--- src/i2c_slave_cfg.svh ---
// Register offsets, field positions, reset values and codes of the I2C slave interface.
// Assumes a 32-bit Avalon-MM register port with one aligned word per register.
`ifndef I2C_SLAVE_CFG_SVH
`define I2C_SLAVE_CFG_SVH

`define OFS_SERIAL_MODE_CONTROL 5'h00
`define OFS_BUS_STATUS_CONTROL 5'h04
`define OFS_OWN_SLAVE_ADDRESS 5'h08
`define OFS_SHIFT_DATA 5'h0C

`define MODE_ENABLE_BIT 0
`define MODE_FUNC_LSB 5
`define FUNC_I2C_SLAVE 3'h6

`define STAT_RX_ACK_BIT 0
`define STAT_READ_REQ_BIT 1
`define STAT_ACK_TO_SEND_BIT 2
`define STAT_TX_SELECT_BIT 3
`define STAT_BUSY_BIT 4
`define STAT_ADDR_MATCH_BIT 5
`define STAT_BYTE_DONE_BIT 6

`define RESET_BYTE 8'h00
`define BITS_PER_BYTE 4'h8

`endif

--- src/i2c_slave_pkg.sv ---
// Types shared by the I2C slave interface.
// Takes no constants from i2c_slave_cfg.svh; the state codes are written here.
package i2c_slave_pkg;

    typedef enum logic [2:0] {
        ST_IDLE = 3'h0,
        ST_ADDR = 3'h1,
        ST_ACK_ADDR = 3'h3,
        ST_HOLD = 3'h2,
        ST_XFER = 3'h6,
        ST_ACK = 3'h7,
        ST_WAIT_STOP = 3'h5
    } slave_state_t;

    typedef struct packed {
        logic busy;
        logic addr_match;
        logic byte_done;
        logic rx_ack;
        logic read_req;
    } flags_t;

endpackage

--- src/i2c_slave_interface.sv ---
// Byte-oriented I2C slave controller with an Avalon-MM register port.
// Assumes external pull-ups on both bus wires and a pad mux outside driven by pins_active.
`include "i2c_slave_cfg.svh"

module i2c_slave_interface #(
    parameter bit SIM_FUNCTION = 1'b1,
    parameter int DEBOUNCE = 0,
    parameter bit ALT_CLOCK = 1'b0
) (
    input wire logic clk,
    input wire logic clk_alt,
    input wire logic rst,
    input wire logic [4:0] address,
    input wire logic read,
    input wire logic write,
    input wire logic [31:0] writedata,
    input wire logic [3:0] byteenable,
    output logic [31:0] readdata,
    output logic waitrequest,
    input wire logic scl_i,
    output logic scl_o,
    output logic scl_oe,
    input wire logic sda_i,
    output logic sda_o,
    output logic sda_oe,
    output logic pins_active,
    output logic irq_pulse
);

    ////////////////////////////////////////////////////////////////////////////////
    // Clock source and register port.

    // The choice is fixed at build time, so this is a static selection, not a glitchy mux.
    logic core_clk;
    assign core_clk = ALT_CLOCK ? clk_alt : clk;

    function automatic logic [2:0] reg_index(input logic [4:0] a);
        case (a)
            `OFS_SERIAL_MODE_CONTROL: reg_index = 3'h0;
            `OFS_BUS_STATUS_CONTROL: reg_index = 3'h1;
            `OFS_OWN_SLAVE_ADDRESS: reg_index = 3'h2;
            `OFS_SHIFT_DATA: reg_index = 3'h3;
            default: reg_index = 3'h4;
        endcase
    endfunction

    logic ack_q;
    logic wr_commit;
    logic rd_commit;
    logic [2:0] sel;
    logic [7:0] mode_q;
    logic ack_to_send_q;
    logic tx_select_q;
    logic [7:1] own_addr_q;
    logic [7:0] data_q;
    i2c_slave_pkg::flags_t flags_q;
    i2c_slave_pkg::slave_state_t state_q;
    logic [3:0] bit_cnt_q;
    logic [7:0] addr_sr_q;
    logic enabled;

    assign sel = reg_index(address);
    assign waitrequest = (read | write) & ~ack_q;
    assign wr_commit = write & ack_q & byteenable[0];
    assign rd_commit = read & ack_q;

    always_ff @(posedge core_clk) begin
        if (rst) begin
            ack_q <= 1'b0;
        end else begin
            ack_q <= (read | write) & ~ack_q;
        end
    end

    always_ff @(posedge core_clk) begin
        if (rst) begin
            readdata <= 32'h0000_0000;
        end else if ((read & ~ack_q) == 1'b1) begin
            case (sel)
                3'h0: readdata <= {24'h00_0000, mode_q};
                3'h1: readdata <= {25'h000_0000, flags_q.byte_done, flags_q.addr_match, flags_q.busy,
                                   tx_select_q, ack_to_send_q, flags_q.read_req, flags_q.rx_ack};
                3'h2: readdata <= {24'h00_0000, own_addr_q, 1'b0};
                3'h3: readdata <= {24'h00_0000, data_q};
                default: readdata <= 32'h0000_0000;
            endcase
        end
    end

    // Registers reset to defined values; software must still set them after enabling.
    always_ff @(posedge core_clk) begin
        if (rst) begin
            mode_q <= `RESET_BYTE;
            ack_to_send_q <= 1'b0;
            tx_select_q <= 1'b0;
            own_addr_q <= 7'h00;
        end else if (wr_commit) begin
            if (sel == 3'h0) begin
                mode_q <= {writedata[7:5], 4'h0, writedata[`MODE_ENABLE_BIT]};
            end
            if (sel == 3'h1) begin
                ack_to_send_q <= writedata[`STAT_ACK_TO_SEND_BIT];
                tx_select_q <= writedata[`STAT_TX_SELECT_BIT];
            end
            if (sel == 3'h2) begin
                own_addr_q <= writedata[7:1];
            end
        end
    end

    assign enabled = SIM_FUNCTION && mode_q[`MODE_ENABLE_BIT] &&
                     (mode_q[7:5] == `FUNC_I2C_SLAVE);

    ////////////////////////////////////////////////////////////////////////////////
    // Pin synchronisers, clock debounce and bus condition detection.

    localparam logic [1:0] DB = 2'(DEBOUNCE);
    logic scl_s1_q, scl_s2_q, sda_s1_q, sda_s2_q;
    logic scl_f_q, scl_p_q, sda_p_q;
    logic [1:0] db_cnt_q;
    logic [2:0] sda_dly_q;
    logic sda_f;
    logic scl_rise, scl_fall, start_det, stop_det;

    always_ff @(posedge core_clk) begin
        if (rst) begin
            scl_s1_q <= 1'b1;
            scl_s2_q <= 1'b1;
            sda_s1_q <= 1'b1;
            sda_s2_q <= 1'b1;
            sda_dly_q <= 3'h7;
        end else begin
            scl_s1_q <= scl_i;
            scl_s2_q <= scl_s1_q;
            sda_s1_q <= sda_i;
            sda_s2_q <= sda_s1_q;
            sda_dly_q <= {sda_dly_q[1:0], sda_s2_q};
        end
    end

    // A clock change is accepted only after it has stood for DB extra cycles; data is
    // delayed by the same amount so that a data change after a clock fall is not
    // mistaken for START or STOP.
    always_ff @(posedge core_clk) begin
        if (rst) begin
            scl_f_q <= 1'b1;
            db_cnt_q <= 2'h0;
        end else if (scl_s2_q == scl_f_q) begin
            db_cnt_q <= 2'h0;
        end else if (db_cnt_q == DB) begin
            scl_f_q <= scl_s2_q;
            db_cnt_q <= 2'h0;
        end else begin
            db_cnt_q <= db_cnt_q + 2'h1;
        end
    end

    assign sda_f = sda_dly_q[DB];

    always_ff @(posedge core_clk) begin
        if (rst) begin
            scl_p_q <= 1'b1;
            sda_p_q <= 1'b1;
        end else begin
            scl_p_q <= scl_f_q;
            sda_p_q <= sda_f;
        end
    end

    assign scl_rise = scl_f_q & ~scl_p_q;
    assign scl_fall = ~scl_f_q & scl_p_q;
    assign start_det = enabled & scl_f_q & scl_p_q & sda_p_q & ~sda_f;
    assign stop_det = enabled & scl_f_q & scl_p_q & ~sda_p_q & sda_f;

    ////////////////////////////////////////////////////////////////////////////////
    // Slave sequencer: address, acknowledge, clock hold, data byte, acknowledge.

    logic addr_hit, release_hold, addr_done, byte_end;
    assign addr_hit = (addr_sr_q[7:1] == own_addr_q);
    assign addr_done = (state_q == i2c_slave_pkg::ST_ADDR) & scl_fall & (bit_cnt_q == `BITS_PER_BYTE);
    assign byte_end = (state_q == i2c_slave_pkg::ST_XFER) & scl_rise & (bit_cnt_q == 4'h7);
    // Transmit is released by loading the next byte, receive by a dummy read.
    assign release_hold = (state_q == i2c_slave_pkg::ST_HOLD) & (sel == 3'h3) &
                          (tx_select_q ? wr_commit : rd_commit);

    always_ff @(posedge core_clk) begin
        if (rst || !enabled) begin
            state_q <= i2c_slave_pkg::ST_IDLE;
            bit_cnt_q <= 4'h0;
        end else if (stop_det) begin
            state_q <= i2c_slave_pkg::ST_IDLE;
            bit_cnt_q <= 4'h0;
        end else if (start_det) begin
            state_q <= i2c_slave_pkg::ST_ADDR;
            bit_cnt_q <= 4'h0;
        end else begin
            case (state_q)
                i2c_slave_pkg::ST_ADDR: begin
                    if (scl_rise) begin
                        bit_cnt_q <= bit_cnt_q + 4'h1;
                    end else if (addr_done) begin
                        bit_cnt_q <= 4'h0;
                        state_q <= addr_hit ? i2c_slave_pkg::ST_ACK_ADDR : i2c_slave_pkg::ST_WAIT_STOP;
                    end
                end
                i2c_slave_pkg::ST_ACK_ADDR: begin
                    if (scl_fall) begin
                        state_q <= i2c_slave_pkg::ST_HOLD;
                    end
                end
                i2c_slave_pkg::ST_HOLD: begin
                    if (release_hold) begin
                        state_q <= i2c_slave_pkg::ST_XFER;
                    end
                end
                i2c_slave_pkg::ST_XFER: begin
                    if (scl_rise) begin
                        bit_cnt_q <= bit_cnt_q + 4'h1;
                    end else if (scl_fall && bit_cnt_q == `BITS_PER_BYTE) begin
                        bit_cnt_q <= 4'h0;
                        state_q <= i2c_slave_pkg::ST_ACK;
                    end
                end
                i2c_slave_pkg::ST_ACK: begin
                    if (scl_fall) begin
                        state_q <= (tx_select_q && flags_q.rx_ack) ? i2c_slave_pkg::ST_WAIT_STOP
                                                                   : i2c_slave_pkg::ST_HOLD;
                    end
                end
                i2c_slave_pkg::ST_WAIT_STOP: state_q <= i2c_slave_pkg::ST_WAIT_STOP;
                default: state_q <= i2c_slave_pkg::ST_IDLE;
            endcase
        end
    end

    always_ff @(posedge core_clk) begin
        if (rst) begin
            addr_sr_q <= 8'h00;
        end else if (state_q == i2c_slave_pkg::ST_ADDR && scl_rise) begin
            addr_sr_q <= {addr_sr_q[6:0], sda_f};
        end
    end

    // Software writes and bus shifting share one register; a software write wins a collision.
    always_ff @(posedge core_clk) begin
        if (rst) begin
            data_q <= `RESET_BYTE;
        end else if (wr_commit && sel == 3'h3) begin
            data_q <= writedata[7:0];
        end else if (state_q == i2c_slave_pkg::ST_XFER) begin
            if (!tx_select_q && scl_rise && bit_cnt_q < `BITS_PER_BYTE) begin
                data_q <= {data_q[6:0], sda_f};
            end else if (tx_select_q && scl_fall && bit_cnt_q != 4'h0 && bit_cnt_q != `BITS_PER_BYTE) begin
                data_q <= {data_q[6:0], 1'b1};
            end
        end
    end

    always_ff @(posedge core_clk) begin
        if (rst || !enabled) begin
            flags_q <= '0;
        end else begin
            if (start_det) begin
                flags_q.busy <= 1'b1;
            end else if (stop_det) begin
                flags_q.busy <= 1'b0;
            end
            if (addr_done) begin
                flags_q.addr_match <= addr_hit;
                flags_q.read_req <= addr_sr_q[0];
            end else if (release_hold) begin
                flags_q.addr_match <= 1'b0;
            end
            if (byte_end) begin
                flags_q.byte_done <= 1'b1;
            end else if (release_hold) begin
                flags_q.byte_done <= 1'b0;
            end
            if (state_q == i2c_slave_pkg::ST_ACK && tx_select_q && scl_rise) begin
                flags_q.rx_ack <= sda_f;
            end
        end
    end

    ////////////////////////////////////////////////////////////////////////////////
    // Open-drain pin drive and interrupt.

    always_ff @(posedge core_clk) begin
        if (rst || !enabled) begin
            scl_oe <= 1'b0;
            sda_oe <= 1'b0;
            pins_active <= 1'b0;
            irq_pulse <= 1'b0;
        end else begin
            pins_active <= 1'b1;
            scl_oe <= (state_q == i2c_slave_pkg::ST_HOLD);
            sda_oe <= (state_q == i2c_slave_pkg::ST_ACK_ADDR) |
                      (state_q == i2c_slave_pkg::ST_ACK && !tx_select_q && !ack_to_send_q) |
                      (state_q == i2c_slave_pkg::ST_XFER && tx_select_q && !data_q[7]);
            irq_pulse <= (addr_done & addr_hit) | byte_end;
        end
    end

    assign scl_o = 1'b0;
    assign sda_o = 1'b0;
endmodule // i2c_slave_interface

--- config.mk ---
export PLATFORM = sky130hd
export DESIGN_NAME = i2c_slave_interface
export DESIGN_NICKNAME = d
export VERILOG_FILES = /design/src/i2c_slave_pkg.sv /design/src/i2c_slave_interface.sv
export VERILOG_INCLUDE_DIRS = /design/src
export SDC_FILE = /design/constraint.sdc
export NUM_CORES = 1
export LEC_CHECK = 0
export BUFFER_PORTS_ARGS = -buffer_cell sky130_fd_sc_hd__buf_2
export CAP_MARGIN = 20
export CORE_MARGIN = 3
export CORE_UTILIZATION = 49
export CTS_CLUSTER_SIZE = 24
export DETAILED_ROUTE_END_ITERATION = 12
export PLACE_DENSITY = 0.82
export SLEW_MARGIN = 0
export SYNTH_ARGS = -nofsm -noshare
export SYNTH_HDL_FRONTEND = slang
export SYNTH_SLANG_ARGS = --single-unit
--- constraint.sdc ---
create_clock -name clk -period 1.8 [get_ports clk]
set_input_delay 0.27 -clock clk [delete_from_list [all_inputs] [get_ports clk]]
set_output_delay 0.27 -clock clk [all_outputs]
set_load 0.05 [all_outputs]
[Yosys cells after proc, flatten, opt, wreduce, memory -nomap -nowiden]
Index checks and enable logic that the tools add are counted.
W data, S select, Z words.
Storage, ports and cells
  flip-flop bits (word level): 88
  bits of input ports: 48
  output and inout bits: 39
  word-level logic and storage cells: 167
Cells by class
  $add $sub $neg: 2
  order comparisons: 1
  equality and inequality tests: 34
  muxes and demuxes: 29
  bitwise logic cells: 30
  reduce and logical (&&, ||, !) cells: 42
Operators with widths (count)
  $mux W8: 4
  $pmux W8 S4: 1
  $mux W3: 9
  $ne A3 B3 Y1 const B: 9
  $and A1 B1 Y1: 20
  $pmux W3 S6: 1
  $logic_and A1 B1 Y1: 16
  $mux W4: 4
  $ne A2 B2 Y1 const B: 7
  $reduce_and A7 Y1: 2
  $eq A3 B2 Y1 const B: 4
  $eq A3 B3 Y1 const B: 4
  $pmux W3 S4: 1
  $eq A5 B4 Y1 const B: 2
  $reduce_and A2 Y1: 5
  $reduce_bool A2 Y1: 5
  $mux W1: 8
  $pmux W4 S2: 1
  $eq A7 B7 Y1: 1
  $eq A3 B1 Y1 const B: 2
  $not A1 Y1: 6
  $reduce_or A3 Y1: 2
  $eq A5 B3 Y1 const B: 1
  $logic_not A5 Y1: 1
  16 further kinds: 22

[Depth between registers and ports, before layout]
  depth after elaboration: 9
  depth in mapped cells: 7

[Worst setup path before layout]
OpenSTA, ideal clock, no wires.
  kind: input to register
  start: input address[4]
  end: register own_addr_q[4] in the netlist's numbering
  library setup time: 0.128 ns
  data arrival time: 1.487 ns
  required time: 1.672 ns
  path slack: 0.186 ns
  cell stages on the path: 6
  path through: or4b_4 -> nor2_8 -> and2_1 -> buf_6 -> mux2i_1 -> nor2_1
Between the ends
  longest elaborated chain between the ends: 4
  elaborated cells between the ends (all ways): 7
  those cells by class: eq/ne: 4; mux: 1; reduce/logical: 2
Ends and longest elaborated chain
  start: declaration: RTL line i2c_slave_interface.sv:13  | input wire logic [4:0] address,
  $eq A5 B4 Y1, or another cell as far along: RTL line i2c_slave_interface.sv:38  | case (a)
  $pmux W3 S4 (*): RTL line i2c_slave_interface.sv:38
  $eq A3 B2 Y1 (*): RTL line i2c_slave_interface.sv:105  | if (sel == 3'h2) begin
  $reduce_and A2 Y1 (no source line) (*)
  end signal: assignment: RTL line i2c_slave_interface.sv:106  | own_addr_q <= writedata[7:1];
  end: declaration: RTL line i2c_slave_interface.sv:54  | logic [7:1] own_addr_q;
Every way passes the cells marked *; elsewhere a longest branch is shown, timed or not.
A chain may end at the register's enable or synchronous reset.

[Final worst setup path]
  start: register ack_q
  end: register own_addr_q[6] in the netlist's numbering
Between the ends
  longest elaborated chain between the ends: 3
Ends and longest elaborated chain
  start: declaration: RTL line i2c_slave_interface.sv:47  | logic ack_q;
  start signal: assignment: RTL line i2c_slave_interface.sv:71  | ack_q <= (read | write) & ~ack_q;
  $and A1 B1 Y1 (2 in a row): RTL line i2c_slave_interface.sv:64  | assign wr_commit = write & ack_q & byteenable[0];
  $reduce_and A2 Y1 (no source line)
Every way passes these cells.

==> impl_metrics.ini <==
[sta]
report.final.slew_viol_count = 0
tightestPinTransition_ps = 529.8
min_period_ps = 1703
finalHoldViolations = 0
grt_setup_unrepaired = no
finalClockSkew_ps = 5.328
finalSetupViolCount = 0
max_slew_margin = 0.6435
period_share = 0.9463
max_freq_mhz = 587.1
fin_setup_tns_ps = 0
whs_ps = 104.4

[finish]
final_util = 0.5900
nFillCells = 539
layout.nets = 453
area_growth_pct = 13.02
n_antenna_cell = 0
drive_above_1_share = 0.2359
postLayoutCellArea_sq_um = 3617
fin_cells = 482

[cts]
h-tree-depth = 3
cts_sinks = 64
clk_pin_slew_worst_paths_ps = 70
cts_root_buf = clkbuf_8
cts_tree = built
clockBufferDepth = 2
postCtsHoldBufs = 0
clk_latency_ps = 340
numCtsBuffers = 9

[power]
p_leak_uw = 0.001390
combPwrFrac = 0.078
powerDensity_nw_per_um2 = 851.0
p_clk_frac = 0.457
power.switching_uw = 788.2
p_sw_frac = 0.2561
ir_drop_v = 0.0005267
internal_power_uw = 2290
seqPwrFrac = 0.465

[global_route]
grt.overflow.total = 0
grt_max_degree = 46
grt_pass1_vias = 2512
grtUsageTotal = 0.1979
grt_pass1_wl_mm = 11.60
grt_antenna_before_repair = 0

[setup_path]
critPathKind = flop to flop
critPathLaunch = ack_q
reg2reg_slack_ps = 100
path_max_fanout = 5
end_kind = flop
crit_required_ps = 2010
r2r-start = ack_q
cp.arrival_ps = 1920
endpoint = own_addr_q[6]
reg2reg_to = own_addr_q[6]
cp-start-kind = flop
r2r_cells = 6

[floorplanning]
start_util = 0.5220
die_w_um = 86.82
io-pin-count = 87
row_count = 28
dieArea_sq_um = 7538
die_y_um = 86.82
coreArea_sq_um = 6131

[place]
dp_hpwl_mm = 5.108
dp_cells = 466
io_buffers = 32
gp_congestion = 0.9119
postPlaceCellArea_sq_um = 3382

[synth]
synth_compound_area_frac = 0.1419
ys_types = 58
synth_top_family_by_area = simple AND/OR/NAND/NOR gates
synth_top_area_cell = dfxtp_1
synthTopCellsByArea = dfxtp_1 (40%), buf_4 (6.1%), mux2i_1 (5.9%), nor2_1 (5.7%), a21oi_1 (4.4%)
ys.flop_type = dfxtp_1
synth_most_common_cell = dfxtp_1
ys_warn_count = 0
synth-xor-area-share = 0.02463
synthArstFlopShare = 0
synthSimpleGateAreaFrac = 0.2291
synth_edf_count = 0
ys_seq_area_frac = 0.4003
syn_inst = 363
synth-adder-area-share = 0.01173
synth-seq-cells = 64
synth_mux_area_frac = 0.09109
netlist_area_sq_um = 3201
synth_top_cell_area_share = 0.4003
postSynthAreaPerCell_sq_um = 8.817
synth_commonest_cells = dfxtp_1 (64), nor2_1 (49), a21oi_1 (28), nand2_1 (28), buf_4 (26)

[route]
vias = 2645
m1WireLength_mm = 3.006
first_pass_iters = 5
postRouteAntennaNets = 0
drt_iter0_drc = 195
wl_met2_mm = 3.506
wl_mm = 7.205
avgViaCountPerCell = 5.488
drc = 0
top_layer_used = met4
wl_per_cell_um = 14.95
routed-wl-met3_um = 495

[hold_path]
hold_path.class = input pin to flop

[run_status]
outcome = finished, final reports clean

[run]
maxCapViolCount = 0
-- power by group through the flow --
stage | Sequential (uW) | Clock (uW) | Combinational [uW]
after floorplan | 1460 | 0 | 232
after global placement | 1460 | 0 | 233
after detailed placement | 1460 | 0 | 235
after CTS | 1430 | 1430 | 236
after global routing | 1430 | 1500 | 256
final | 1430 | 1410 | 241
-- sequential cells by signal, indices dropped and copies added, names as in the netlist, 2 cells and up --
name        cells
addr_sr_q       8
bit_cnt_q       4
data_q          8
db_cnt_q        2
flags_q         5
mode_q          4
own_addr_q      7
readdata        8
state_q         3
-- final cells by class --
type | instances | area (sq um) | area share
Sequential cell | 64 | 1282 | 0.3545
Tap cell | 75 | 93.84 | 0.02594
Multi-Input combinational cell | 271 | 1697 | 0.4690
Inverter | 7 | 26.28 | 0.007264
Timing Repair Buffer | 49 | 287.8 | 0.07956
Clock inverter | 6 | 92.59 | 0.02560
Clock buffer | 10 | 137.6 | 0.03805
-- what timing repair did --
action / 4_1_cts / 5_1_grt
buffers inserted: 0 / 1
setup endpoints to repair: 0 / 9
resized for setup: 0 / 3
-- layout by cell type (no fill, tap or decap), types with 3 or more instances in the layout --
cell,count
buf_4,17
mux2i_1,19
nor2_1,48
nor3_1,3
nand2b_1,7
nand4_1,3
or2_2,7
a22oi_1,10
buf_2,32
conb_1,26
inv_1,7
xor2_1,3
nor2b_1,3
a211oi_2,7
o21ai_0,6
ha_1,3
dfxtp_1,63
xnor2_1,6
clkbuf_8,10
nand3_1,19
a21oi_1,28
nand2_1,28
mux2_2,5
-- critical path: stages (launching register included) --
cell and delay (ps):
dfxtp_2 340, or4b_4 520, nor2_8 120, and2_1 160
buf_4 170, mux2i_1 210, nor2_1 50
-- through the flow --
| step | worst slack, ps | total power, uW |
|---|---|---|
| final | 96.70 | 3078 |
| after floorplan | 185.9 | 1692 |
| after detailed placement | -40.35 | 1698 |
| after global routing | 34.71 | 3184 |
| after global placement | 5.305 | 1696 |
| after CTS | 37.56 | 3093 |
-- kinds of logic (layout without fill, tap and decap cells) --
kind of cell / count (synthesis) / count (layout)
AO/OA/AOI/OAI: 66 / 66
XOR/XNOR: 9 / 9
adder cells (fa/ha/maj): 3 / 3
buffers and inverters: 53 / 72
flip-flops: 64 / 64
multiplexers: 26 / 26
other: 1 / 26
AND/OR/NAND/NOR: 141 / 141
-- worst min-delay path by stage --
stage	to	depth (start not counted)	start
floorplan	scl_s1_q	1	scl_i
global placement	sda_s2_q	1	sda_s1_q
detailed placement	sda_s2_q	1	sda_s1_q
CTS	sda_s1_q	2	sda_i
global route	scl_s1_q	2	scl_i
finish	sda_s1_q	2	sda_i
-- metal layers --
metal / GRT usage / up-vias
met2: 0.3133 / 115
met1: 0.2516 / 1216
met3: 0.04087 / 20
met4: 0.1062 / 0
met5: 0 / -
li1: - / 1294
Power figures use the tool's default switching activity.
